$ cat src/stop_guard_params.svh
/*
 stop_guard_params.svh: offsets, field positions, reset values and codes of the
 stop-mode guard and wake-up timer.
 assumes: included by bare name by the design files; definitions only.
*/
`ifndef STOP_GUARD_PARAMS_SVH
`define STOP_GUARD_PARAMS_SVH

// ==========================================================
// register indices of the two key registers; each word sits at four times its index
`define IDX_WAKEUP_TIMER_CONTROL 12'h0FA
`define IDX_STOP_ENABLE_KEY 12'h0FD
`define OFS_WAKEUP_TIMER_CONTROL (`IDX_WAKEUP_TIMER_CONTROL << 2)
`define OFS_STOP_ENABLE_KEY (`IDX_STOP_ENABLE_KEY << 2)
// byte addresses of the block's own registers
`define OFS_IRQ_STATUS 12'h100
`define OFS_IRQ_MASK 12'h104
`define OFS_WAKEUP_COUNT 12'h108
`define OFS_STOP_STATE 12'h10C
`define OFS_COMPARE 12'h110
`define ADDR_W 12

// ==========================================================
// field positions and values
`define KEY_UNLOCK 8'hA5
`define KEY_RESET 8'h00
`define WTC_RESET 8'h00
`define WTC_ENABLE_BIT 7
`define WTC_IRQ_EN_BIT 5
`define WTC_PSEL_HI 3
`define WTC_PSEL_LO 0
`define WTC_WRITE_MASK 8'hAF
`define PRESCALE_MAX 4'hC
`define CMP_RESET 16'hFFFF
`define IRQ_BIT_WAKE 0
`define IRQ_BIT_REJECT 1
`define IRQ_BIT_STOP 2
`define IRQ_W 3

`endif

$ cat src/stop_guard_pkg.sv
/*
 stop_guard_pkg.sv: types shared by the stop-mode guard files.
 assumes: nothing beyond a SystemVerilog compiler.
*/
package stop_guard_pkg;
	// ==========================================================
	// guard state, one-hot
	typedef enum logic [1:0] {
		ST_RUN = 2'b01,
		ST_STOPPED = 2'b10
	} stop_state_t;
endpackage

$ cat src/stop_guard.sv
/*
 stop_guard.sv: stop-mode key guard and stop wake-up timer with an AHB-Lite
 register slave and one level interrupt.
 assumes: the core pulses i_stop_exec for one cycle when it executes STOP and
 obeys o_pc_to_reset and o_stop_mode; bus and core inputs are on i_mclk, while
 i_wake_event comes from a pin and is synchronised here.
 the bus master makes single word transfers; the slave never stalls and always
 answers OKAY; the two key registers sit at four times their index.
 reading the status register clears it; only the wake bit reaches o_wakeup_irq.
*/
// How it works
// - stop honoured only while key equals A5
// - wrong key: no stop, pc to reset
// - control bit 7 enables wake-up timer
// - timer tick is clock over two-power prescale
`timescale 1ns/10ps
`include "stop_guard_params.svh"
module stop_guard (
	input wire logic i_mclk,
	input wire logic i_rst,
	input wire logic i_hsel,
	input wire logic [31:0] i_haddr,
	input wire logic [1:0] i_htrans,
	input wire logic i_hwrite,
	input wire logic [2:0] i_hsize,
	input wire logic [31:0] i_hwdata,
	input wire logic i_hready,
	output logic [31:0] o_hrdata,
	output logic o_hreadyout,
	output logic o_hresp,
	input wire logic i_stop_exec,
	input wire logic i_wake_event,
	output logic o_stop_mode,
	output logic o_pc_to_reset,
	output logic o_wakeup_irq,
	output logic o_irq
);
	stop_guard_pkg::stop_state_t state_reg;
	stop_guard_pkg::stop_state_t state_next;
	logic [7:0] key_reg;
	logic [7:0] wtc_reg;
	logic [15:0] count_reg;
	logic [15:0] count_next;
	logic [15:0] cmp_reg;
	logic [`IRQ_W-1:0] status_reg;
	logic [`IRQ_W-1:0] mask_reg;
	logic [`IRQ_W-1:0] status_next;
	logic [`IRQ_W-1:0] events;
	logic wr_pend_reg;
	logic [`ADDR_W-1:0] addr_reg;
	logic [31:0] rdata_reg;
	logic pc_reset_reg;
	logic wake_irq_reg;
	logic tick;

	// wake pin synchroniser and named fields
	logic wake_meta_reg;
	logic wake_sync_reg;
	logic [3:0] prescale_sel;
	logic [7:0] wdata_byte;
	logic [15:0] wdata_half;

	// ==========================================================
	// bus decode
	wire ap_valid = i_hsel && i_hready && i_htrans[1];
	wire [`ADDR_W-1:0] ap_addr = i_haddr[`ADDR_W-1:0];
	wire rd_go = ap_valid && !i_hwrite;
	wire wr_key = wr_pend_reg && (addr_reg == `OFS_STOP_ENABLE_KEY);
	wire wr_wtc = wr_pend_reg && (addr_reg == `OFS_WAKEUP_TIMER_CONTROL);
	wire wr_mask = wr_pend_reg && (addr_reg == `OFS_IRQ_MASK);
	wire wr_cmp = wr_pend_reg && (addr_reg == `OFS_COMPARE);
	wire rd_status = rd_go && (ap_addr == `OFS_IRQ_STATUS);

	// per-register hits; an unmapped address hits nothing and reads zero
	wire hit_wtc = (ap_addr == `OFS_WAKEUP_TIMER_CONTROL);
	wire hit_key = (ap_addr == `OFS_STOP_ENABLE_KEY);
	wire hit_status = (ap_addr == `OFS_IRQ_STATUS);
	wire hit_mask = (ap_addr == `OFS_IRQ_MASK);
	wire hit_count = (ap_addr == `OFS_WAKEUP_COUNT);
	wire hit_state = (ap_addr == `OFS_STOP_STATE);
	wire hit_cmp = (ap_addr == `OFS_COMPARE);

	// read words, unused upper bits zero
	wire [31:0] rd_wtc = {24'h000000, wtc_reg};
	wire [31:0] rd_key = {24'h000000, key_reg};
	wire [31:0] rd_stat = {29'h00000000, status_reg};
	wire [31:0] rd_mask = {29'h00000000, mask_reg};
	wire [31:0] rd_count = {16'h0000, count_reg};
	wire [31:0] rd_state = {30'h00000000, state_reg};
	wire [31:0] rd_cmp = {16'h0000, cmp_reg};
	wire [31:0] rd_mux =
		({32{hit_wtc}} & rd_wtc) |
		({32{hit_key}} & rd_key) |
		({32{hit_status}} & rd_stat) |
		({32{hit_mask}} & rd_mask) |
		({32{hit_count}} & rd_count) |
		({32{hit_state}} & rd_state) |
		({32{hit_cmp}} & rd_cmp);

	// ==========================================================
	// bus response and write data fields
	assign o_hreadyout = 1'b1;
	assign o_hresp = 1'b0;
	assign o_hrdata = rdata_reg;
	// writes take only the low bits that the target register holds
	assign wdata_byte = i_hwdata[7:0];
	assign wdata_half = i_hwdata[15:0];

	// ==========================================================
	// wake pin: two flops, only the second one feeds logic
	always_ff @(posedge i_mclk) begin
		if (i_rst) begin
			wake_meta_reg <= 1'b0;
			wake_sync_reg <= 1'b0;
		end else begin
			wake_meta_reg <= i_wake_event;
			wake_sync_reg <= wake_meta_reg;
		end
	end

	// ==========================================================
	// stop guard
	wire in_run = (state_reg == stop_guard_pkg::ST_RUN);
	wire in_stop = (state_reg == stop_guard_pkg::ST_STOPPED);
	wire key_ok = (key_reg == `KEY_UNLOCK);
	// stop commands are judged only while running; a halted core sends none
	wire stop_ok = i_stop_exec && key_ok && in_run;
	wire stop_bad = i_stop_exec && !key_ok && in_run;
	wire timer_on = wtc_reg[`WTC_ENABLE_BIT];
	// count before the tick is compared, so wake comes on tick compare plus one
	wire wake_hit = timer_on && tick && (count_reg >= cmp_reg);
	wire wake = in_stop && (wake_sync_reg || wake_hit);

	always_comb begin
		state_next = state_reg;
		unique case (state_reg)
			stop_guard_pkg::ST_RUN: begin
				if (stop_ok) begin
					state_next = stop_guard_pkg::ST_STOPPED;
				end
			end
			stop_guard_pkg::ST_STOPPED: begin
				if (wake) begin
					state_next = stop_guard_pkg::ST_RUN;
				end
			end
			default: begin
				state_next = stop_guard_pkg::ST_RUN;
			end
		endcase
	end

	assign o_stop_mode = (state_reg == stop_guard_pkg::ST_STOPPED);
	assign o_pc_to_reset = pc_reset_reg;
	assign o_wakeup_irq = wake_irq_reg;

	// ==========================================================
	// wake-up timer; counts only in stop so a stop starts from zero
	// a prescale above twelve is clamped inside the divider
	assign prescale_sel = wtc_reg[`WTC_PSEL_HI:`WTC_PSEL_LO];
	wakeup_prescaler u_prescaler (
		.i_mclk(i_mclk),
		.i_rst(i_rst),
		.i_enable(timer_on && o_stop_mode),
		.i_sel(prescale_sel),
		.o_tick(tick)
	);

	// the counter only moves in stop
	wire count_step = o_stop_mode && tick;
	assign count_next = !o_stop_mode ? 16'h0000 :
		(count_step ? count_reg + 16'h0001 : count_reg);

	// ==========================================================
	// interrupts: set wins over read clear
	assign events[`IRQ_BIT_WAKE] = wake_hit && o_stop_mode && wtc_reg[`WTC_IRQ_EN_BIT];
	assign events[`IRQ_BIT_REJECT] = stop_bad;
	assign events[`IRQ_BIT_STOP] = stop_ok;
	assign o_irq = |(status_reg & mask_reg);

	// one sticky flop per status bit; an event in the clearing read's cycle survives
	genvar gi;
	generate
		for (gi = 0; gi < `IRQ_W; gi++) begin : g_status
			assign status_next[gi] = (rd_status ? 1'b0 : status_reg[gi]) | events[gi];

			always_ff @(posedge i_mclk) begin
				if (i_rst) begin
					status_reg[gi] <= 1'b0;
				end else begin
					status_reg[gi] <= status_next[gi];
				end
			end
		end
	endgenerate

	// ==========================================================
	// guard state and wake-up counter
	always_ff @(posedge i_mclk) begin
		if (i_rst) begin
			state_reg <= stop_guard_pkg::ST_RUN;
		end else begin
			state_reg <= state_next;
		end
	end

	always_ff @(posedge i_mclk) begin
		if (i_rst) begin
			count_reg <= 16'h0000;
		end else begin
			count_reg <= count_next;
		end
	end

	// ==========================================================
	// one-cycle answers; registered so the core sees a clean pulse
	always_ff @(posedge i_mclk) begin
		if (i_rst) begin
			pc_reset_reg <= 1'b0;
		end else begin
			pc_reset_reg <= stop_bad;
		end
	end

	always_ff @(posedge i_mclk) begin
		if (i_rst) begin
			wake_irq_reg <= 1'b0;
		end else begin
			wake_irq_reg <= events[`IRQ_BIT_WAKE];
		end
	end

	// ==========================================================
	// register writes; control register bits 6 and 4 are held at zero whatever is written
	// a stop does not clear the key, software reloads it before each one
	always_ff @(posedge i_mclk) begin
		if (i_rst) begin
			key_reg <= `KEY_RESET;
		end else if (wr_key) begin
			key_reg <= wdata_byte;
		end
	end

	always_ff @(posedge i_mclk) begin
		if (i_rst) begin
			wtc_reg <= `WTC_RESET;
		end else if (wr_wtc) begin
			wtc_reg <= wdata_byte & `WTC_WRITE_MASK;
		end
	end

	always_ff @(posedge i_mclk) begin
		if (i_rst) begin
			mask_reg <= {`IRQ_W{1'b0}};
		end else if (wr_mask) begin
			mask_reg <= i_hwdata[`IRQ_W-1:0];
		end
	end

	always_ff @(posedge i_mclk) begin
		if (i_rst) begin
			cmp_reg <= `CMP_RESET;
		end else if (wr_cmp) begin
			cmp_reg <= wdata_half;
		end
	end

	// ==========================================================
	// bus data phase; a write lands one edge after its address phase
	always_ff @(posedge i_mclk) begin
		if (i_rst) begin
			wr_pend_reg <= 1'b0;
		end else begin
			wr_pend_reg <= ap_valid && i_hwrite;
		end
	end

	// the address is kept for the data phase of a write
	always_ff @(posedge i_mclk) begin
		if (i_rst) begin
			addr_reg <= {`ADDR_W{1'b0}};
		end else if (ap_valid) begin
			addr_reg <= ap_addr;
		end
	end

	// read data stands until the next read, not just one cycle
	always_ff @(posedge i_mclk) begin
		if (i_rst) begin
			rdata_reg <= 32'h00000000;
		end else if (rd_go) begin
			rdata_reg <= rd_mux;
		end
	end
endmodule // stop_guard

$ cat src/wakeup_prescaler.sv
/*
 wakeup_prescaler.sv: power-of-two divider of the system clock, gives one
 tick pulse every 2**sel cycles while enabled.
 assumes: one clock, synchronous active-high reset, sel at most 12.
*/
`timescale 1ns/10ps
`include "stop_guard_params.svh"
module wakeup_prescaler (
	input wire logic i_mclk,
	input wire logic i_rst,
	input wire logic i_enable,
	input wire logic [3:0] i_sel,
	output logic o_tick
);
	logic [11:0] div_reg;
	logic [11:0] div_next;
	logic [3:0] sel_clamp;
	wire [11:0] div_limit;

	// ==========================================================
	// clamp guards against illegal selections above twelve
	assign sel_clamp = (i_sel > `PRESCALE_MAX) ? `PRESCALE_MAX : i_sel;
	assign div_limit = 12'(({1'b0, 12'h000} | 13'h0001) << sel_clamp) - 12'h001;
	assign o_tick = i_enable && (div_reg >= div_limit);
	assign div_next = (!i_enable || o_tick) ? 12'h000 : div_reg + 12'h001;

	always_ff @(posedge i_mclk) begin
		if (i_rst) begin
			div_reg <= 12'h000;
		end else begin
			div_reg <= div_next;
		end
	end
endmodule // wakeup_prescaler

$ cat config.mk
export PLATFORM = sky130hd
export DESIGN_NAME = stop_guard
export DESIGN_NICKNAME = d
export VERILOG_FILES = /design/src/stop_guard_pkg.sv /design/src/stop_guard.sv /design/src/wakeup_prescaler.sv
export VERILOG_INCLUDE_DIRS = /design/src
export SDC_FILE = /design/constraint.sdc
export NUM_CORES = 1
export LEC_CHECK = 0
export BUFFER_PORTS_ARGS = -buffer_cell sky130_fd_sc_hd__buf_2
export CORE_MARGIN = 2
export CORE_UTILIZATION = 35
export DETAILED_ROUTE_END_ITERATION = 10
export HOLD_SLACK_MARGIN = 0.02
export PLACE_DENSITY_LB_ADDON = 0.12
export SLEW_MARGIN = 20
export SYNTH_ARGS = -nofsm -noshare
export SYNTH_HDL_FRONTEND = slang
export SYNTH_SLANG_ARGS = --single-unit
$ cat constraint.sdc
create_clock -name i_mclk -period 5.37 [get_ports i_mclk]
set_input_delay 0.8055 -clock i_mclk [delete_from_list [all_inputs] [get_ports i_mclk]]
set_output_delay 0.8055 -clock i_mclk [all_outputs]
set_load 0.02 [all_outputs]
* Word-level counts from Yosys, hierarchy flattened *
Index checks and enable logic that the tools add are counted.

storage, ports and cells
  input bits = 76
  bits in writable memories = 0
  memories kept = 0
  bits in latches = 0
  output and inout port bits = 38
  bits in registers = 115
  memory bits (read-only) = 0

cells by class
  reductions and logical operators = 30
  add/sub/neg operators = 3
  shift-type cells = 1
  divide/modulo/power cells = 0
  $lt $le $gt $ge = 3
  muxes and demuxes = 7
  equal/unequal tests = 16
  bitwise operators = 18
  multiply operators = 0

operator list
  operator               number
  $or 32x32->32          6
  $eq 12x9->1 const B    7
  $and 32x16->32         2
  $and 32x3->32          2
  $and 32x8->32          2
  $eq 12x10->1 const B   4
  $and 32x2->32          1
  $logic_and 1x1->1      21
  $add 16x1->16 const B  1
  $ge 16x16->1           1
  $add 12x1->12 const B  1
  $ge 12x12->1           1
  $shl 1x4->12 const A   1
  $sub 12x1->12 const B  1
  $eq 8x8->1 const B     1
  $gt 4x4->1 const B     1
  $mux 2                 2
  $mux 4                 1
  $ne 2x1->1 const B     2
  $pmux 2 s2             1
  $reduce_or 2->1        2
  $and 3x3->3            1
  $logic_not 1->1        3
  $mux 1                 3
  7 further kinds        10

* Depth between registers and ports, before layout *
Gate-level depths: netlist of the first run.

  depth in word-level cells = 12
  mapped depth = 15

* Hierarchy *
A second synthesis of the first run with hierarchy kept.

unflattened totals
  cell total of the unflattened synthesis = 596
  area total of the unflattened synthesis = 5,119.9 sq um

modules (own cells, without submodules)
  module            cells each  area each (sq um)  seq. area each (sq um)  times used
  stop_guard        479         4,161.5            1,741.7                 1
  wakeup_prescaler  117         958.4              240.2                   1

* Worst setup path after synthesis of the first run *
OpenSTA, ideal clock, no wires.

  kind = register to register
  start = register wtc_reg[1]
  end = register count_reg[14]
  clock period less this slack = 3.255 ns
  path buffers = 1
  arrival = 3.183 ns
  stages on the path, launching flop included = 16
  setup time = 0.073 ns
  data required time = 5.297 ns
  setup slack = 2.115 ns
  cell sequence = dfxtp_1 -> clkbuf_1 -> or2_2 -> or3_1 -> ha_1 -> and2_1 -> o21ai_0 -> a21oi_1 -> a31oi_1 -> ha_1 -> and4_1 -> and3_1 -> a32oi_1 -> nand2_1 -> a21bo_2 -> a21oi_1

on the way
  cells in the longest elaborated chain, start to end = 7

ends and longest elaborated chain
  item                    line                    RTL
  from (decl)             stop_guard.sv:41        logic [7:0] wtc_reg;
  from (signal assigned)  stop_guard.sv:246       wtc_reg <= `WTC_RESET;
  from (signal assigned)  stop_guard.sv:248       wtc_reg <= wdata_byte & `WTC_WRITE_MASK;
  $gt 4x4->1 (no line)    --
  $mux 4 (*)              wakeup_prescaler.sv:22  assign sel_clamp = (i_sel > `PRESCALE_MAX) ? `PRESCALE_MAX : i_sel;
  $shl 1x4->12 (*)        wakeup_prescaler.sv:23  assign div_limit = 12'(({1'b0, 12'h000} | 13'h0001) << sel_clamp) - 12'h001;
  $sub 12x1->12 (*)       wakeup_prescaler.sv:23
  $ge 12x12->1 (*)        wakeup_prescaler.sv:24  assign o_tick = i_enable && (div_reg >= div_limit);
  $logic_and 1x1->1 (*)   wakeup_prescaler.sv:24
  $logic_and 1x1->1 (*)   stop_guard.sv:170       wire count_step = o_stop_mode && tick;
  to (signal assigned)    stop_guard.sv:211       count_reg <= count_next;
  to (decl)               stop_guard.sv:42        logic [15:0] count_reg;

Every way passes the cells marked *; elsewhere a longest branch is shown, timed or not.
A chain may end at the register's enable or synchronous reset.

* Worst setup path after layout of the first run *
Ends and elaborated chain as after synthesis.

==> flow_summary.toml, run 1 <==
[status]
status = "complete, no violations"

[clocking]
clock_latency_ps = 350
cts_buffers = 9
cts_root_buf = "clkbuf_16"
clockBufferDepth = 2
cts_sinks = 99
cts_tree = "yes"
cts_resized = 0
post_cts_buffers = 0
clk_pin_slew_ps = 70
htreeDepth = 3
cts_hold_buffers = 0

[setup_path]
crit_arrival_ps = 4100
critical-path-max-stage-delay_ps = 590
critPathBufInv = 0
crit_chain = "or2_2 > or3_1 > ha_1 > and2_1 > o21ai_0 > a21oi_1 > a31oi_1 > ha_1 > nand2_1 > o21ai_0 > a32oi_1 > nand2_1 > a21bo_2 > a21oi_1"
critical_path.top_delay_family = "compound AO/OA/AOI/OAI gates"
cp_data_required_time_ps = 5630
cp_max_fo = 10
endpoint_kind = "register"
path_class = "register to register"
crit_slowest_cell = "a32oi_1"
startpoint_type = "register"

[routing]
firstDrtPassIters = 5
drt_wl_total_mm = 12.9
routed-via-count = 4261
drc = 0
drt_iter0_drc = 348
drtAntennaViolNets = 0
vias_per_cell = 5.16
post_drt_wl_per_cell_um = 15.6

[floorplan]
die_y_um = 125
start_util = 0.356
core-area_mm2 = 0.0144
die_x_um = 125
io_pins = 114
dieArea_mm2 = 0.0156
rows = 44

[grt]
antenna_found_initial = 0
grt_pass1_wl_mm = 21.0
grt_use_total = 0.167
grt_max_degree = 36
grt_pass1_vias = 4094
grt-ovfl-total = 0

[synth]
syn_inst = 599
yosysWarnings = 0
synth_most_common_cell = "dfxtp_1"
synth_fa_ha_area_frac = 0.0756
syn_area_mm2 = 0.00513
seq_area_frac_synth = 0.386
synth_top_family_by_area = "simple AND/OR/NAND/NOR gates"
synthSimpleGateAreaFrac = 0.205
synth_cell_types = 61
synth.area.top_cells = "dfxtp_1, ha_1, nor2_1"
synth-compound-area-share = 0.172
muxShareOfSynthArea = 0.0471
yosysTopAreaCell = "dfxtp_1"
synth-seq-cells = 99
synthFlopType = "dfxtp_1"
synth_edf_count = 0
yosys.area_share.xor_xnor = 0.0393
avgSynthCellArea_um2 = 8.57
synth_commonest_cells = "dfxtp_1, nor2_1, nand2_1"
synthArstFlopShare = 0
synth_top_area_share = 0.386

[hold_path]
hold_path_class = "register to register"

[timing]
hold_viol = 0
fin_skew_ps = 8.20
tightest_slew_ps = 958
period_needed_ps = 3830
relSlewSlack = 0.360
max_freq_mhz = 261
tns_ps = 0
finalCritPeriodShare = 0.714
slew_violations = 0
setup_viol = 0
rsz0062_at_grt = "no"
whs_ps = 459

[final_layout]
area_delta_synth_final_pct = 11.2
layout-drive-gt1-share = 0.136
seq_area_mm2 = 0.00198
finalNonFillerCells = 825
multiInputGateArea_mm2 = 0.00283
diodes = 0
fillers = 1506
final_nets = 743

[pwr]
peakVddDrop_uv = 131
p_leak_uw = 0.00235
powerDensity_mw_per_mm2 = 252

[placed_design]
dpl.cell_count = 809
io_buffers = 55
hpwl_mm = 9.46
place.gp.congestion = 0.796

[job]
maxCapViolCount = 0
## layer usage
layer / GRT usage / vias up / routed length [µm]
li1: - / 2160 / -
met1: 0.225 / 2016 / 6290
met2: 0.273 / 75 / 6030
met3: 0.0274 / 10 / 445
met4: 0.0516 / 0 / 136
met5: 0 / - / 0
## area by class of cell
class | count | share of cell area
Inverter | 25 | 0.0164
Sequential cell | 99 | 0.347
Clock inverter | 4 | 0.00438
Tap cell | 184 | 0.0403
Timing Repair Buffer | 57 | 0.0509
Multi-Input combinational cell | 444 | 0.496
Clock buffer | 12 | 0.0449
## through the flow
| step | setup WS, ps | utilization | power [µW] | area [µm²] |
|---|---|---|---|---|
| global route | 1210 | 0.396 | 1500 | 5710 |
| floorplan | 2110 | - | 818 | 5190 |
| global placement | 1660 | 0.376 | 837 | 5430 |
| finish | 1540 | 0.396 | 1440 | 5710 |
| detailed placement | 1610 | 0.376 | 838 | 5430 |
| CTS | 1570 | 0.396 | 1450 | 5710 |
## report_power, final
part	internal, µW	leakage [µW]	switching [µW]
Combinational	23.1	0.00141	50.5
Sequential	743	0.000801	4.65
Clock	338	0.000135	277
## final timing paths
check              startpoint             to  slack, ps  cells past startpoint
setup / recovery   wtc_reg[1]  count_reg[14]       1540                     14
hold / removal    addr_reg[8]    addr_reg[8]        460                      2
setup reg to reg   wtc_reg[1]  count_reg[14]       1540                     14
hold reg to reg   addr_reg[8]    addr_reg[8]        460                      2
## tightest hold or removal path: cells and delay by family (launching register included)
kind / cells / cell delay (ps)
AOI/OAI and AO/OA: 1 / 50
DFF: 1 / 310
and+or+nand+nor: 1 / 50
## logic make-up (layout without fill, tap and decap cells)
kind of cell	after synthesis	after routing
flip-flops	99	99
multiplexers	24	24
buffers and inverters	72	98
AND/OR/NAND/NOR	212	212
AO/OA/AOI/OAI	136	136
adder cells (fa/ha/maj)	31	31
XOR/XNOR	23	23
other	2	18
## layout by cell type, fill, tap and decap left out, types with 10 or more instances in the layout
cell | synthesis | routed
and3_1 | 10 | 10
xnor2_1 | 16 | 16
inv_1 | 25 | 25
dfxtp_1 | 99 | 99
o211ai_1 | 15 | 15
buf_2 | 2 | 55
conb_1 | 2 | 18
a21oi_1 | 39 | 39
nand2_1 | 67 | 67
mux2i_1 | 23 | 23
ha_1 | 31 | 31
o21ai_0 | 31 | 31
nor2_1 | 71 | 71
Note: power is estimated with default switching activity, not from simulation.
==> run 2, diff against run 1 <==
- clock period: 5.37 -> 3.51 ns (I/O delays scaled with it)
==> flow_summary.toml, run 2 (same netlist as run 1, synthesis figures left out) <==
[routing]
drc = 0
drt_wl_total_mm = 13.3
post_drt_wl_per_cell_um = 16.0
drtAntennaViolNets = 0
routed-via-count = 4404
firstDrtPassIters = 5
vias_per_cell = 5.27
drt_iter0_drc = 317

[grt]
antenna_found_initial = 0
grt-ovfl-total = 0
grt_pass1_wl_mm = 21.7
grt_use_total = 0.172
grt_max_degree = 38
use_met2 = 0.285
grt_pass1_vias = 4286
top_usage_layer = "met2"
met3_usage = 0.0347
use_met1 = 0.221

[floorplan]
dieArea_mm2 = 0.0156
die_x_um = 125
die_y_um = 125
rows = 44
core-area_mm2 = 0.0144
io_pins = 114
start_util = 0.356

[timing]
setup_viol = 0
tightest_slew_ps = 786
rsz0062_at_grt = "no"
relSlewSlack = 0.476
slew_violations = 0
fin_skew_ps = 11.8
tns_ps = 0
max_freq_mhz = 303
period_needed_ps = 3310
finalCritPeriodShare = 0.942
hold_viol = 0

[setup_path]
endpoint_kind = "register"
crit_arrival_ps = 3530
cp_max_fo = 7
critical_path.top_delay_family = "simple AND/OR/NAND/NOR gates"
critPathBufInv = 1
cp.depth = 15
critical-path-max-stage-delay_ps = 390
r2r_cells = 15
cpMostUsedCell = "a21oi_1"
worstSetupStartpoint = "wtc_reg[0]"
r2r-start = "wtc_reg[0]"
cp_data_required_time_ps = 3730
crit_slowest_cell = "or3_1"
startpoint_type = "register"
crit_chain = "or2_2 > or3_1 > ha_4 > and2_1 > o21ai_0 > a21oi_1 > a31oi_1 > ha_1 > and4_1 > and3_1 > a32oi_2 > buf_4 > a21oi_1 > xnor2_1 > nor2_1"
path_class = "register to register"

[pwr]
peakVddDrop_uv = 221
p_leak_uw = 0.00245
powerDensity_mw_per_mm2 = 414

[placed_design]
dpl.cell_count = 819
hpwl_mm = 9.66
place.gp.congestion = 0.799
io_buffers = 55

[clocking]
cts_tree = "yes"
htreeDepth = 3
clock_latency_ps = 360
cts_sinks = 99
cts_root_buf = "clkbuf_16"
cts_buffers = 9
clk_pin_slew_ps = 70
clockBufferDepth = 2
cts_hold_buffers = 0

[final_layout]
fin_util = 0.408
final_nets = 754
final_common_cell = "dfxtp_1"
layout-drive-gt1-share = 0.157
finalNonFillerCells = 835
final_cell_mix = "dfxtp_1, nor2_1, nand2_1, buf_2, a21oi_1"
seq_area_mm2 = 0.00198
area_delta_synth_final_pct = 14.7
fillers = 1497
diodes = 0
multiInputGateArea_mm2 = 0.00286

[hold_path]
hold_path_class = "input port to register"
holdPathStages = 3
hold_start = "i_hwdata[13]"

[status]
status = "complete, no violations"

[job]
maxCapViolCount = 0
==> run 2: changes by cell type in the layout (fill, tap and decap cells not counted), moves of 2 or more <==
cell / before / now
clkinv_2: 2 / 0
bufinv_16: 0 / 3
a21boi_0: 3 / 1
clkinvlp_4: 2 / 0
buf_4: 2 / 13
inv_6: 0 / 2
a21boi_1: 0 / 2
==> run 2: path summary, 6_finish.rpt <==
| path | to | slack (ps) |
|---|---|---|
| max | count_reg[12] | 200 |
| min reg2reg | wake_sync_reg | 440 |
| max reg2reg | count_reg[12] | 200 |
| min | cmp_reg[13] | 390 |
==> run 2: tightest hold or removal path: stages <==
cell and delay [ps]:
buf_2 70, nand2_1 40, o211ai_1 70
==> run 2: metal layers <==
metal / up-vias / part of all wire
li1: 2191 / -
met1: 2080 / 0.47
met2: 114 / 0.46
met3: 19 / 0.047
met4: 0 / 0.020
met5: - / 0
==> run 2: area by class of cell <==
| type | instances | area share |
|---|---|---|
| tap | 184 | 0.0391 |
| clock buffer | 10 | 0.0406 |
| timing repair buffer | 68 | 0.0634 |
| inverter | 25 | 0.0160 |
| clock inverter | 5 | 0.0183 |
| sequential | 99 | 0.337 |
| multi-input combinational | 444 | 0.486 |
==> run 2: what timing repair did <==
item	4_1_cts	5_1_grt
setup buffers	0	1
hold endpoints to repair	0	0
setup endpoints to repair	0	18
resized for setup	0	8
==> run 2: where the power goes <==
group	internal, µW	switching (µW)	leakage, µW
logic	36.1	77.6	0.00148
clock network	718	458	0.000170
registers	1140	7.38	0.000801
total	1890	543	0.00245
==> run 2: metrics by stage <==
| stage | cell area (µm²) | worst slack (ps) | hold slack (ps) | total power [µW] |
|---|---|---|---|---|
| final | 5880 | 204 | 392 | 2430 |
| after CTS | 5850 | 58.4 | 383 | 2450 |
| after global routing | 5880 | 4.60 | 388 | 2520 |
| after global placement | 5500 | 87.8 | 430 | 1280 |
| after detailed placement | 5500 | 77.7 | 441 | 1280 |
| after floorplan | 5190 | 255 | 414 | 1250 |
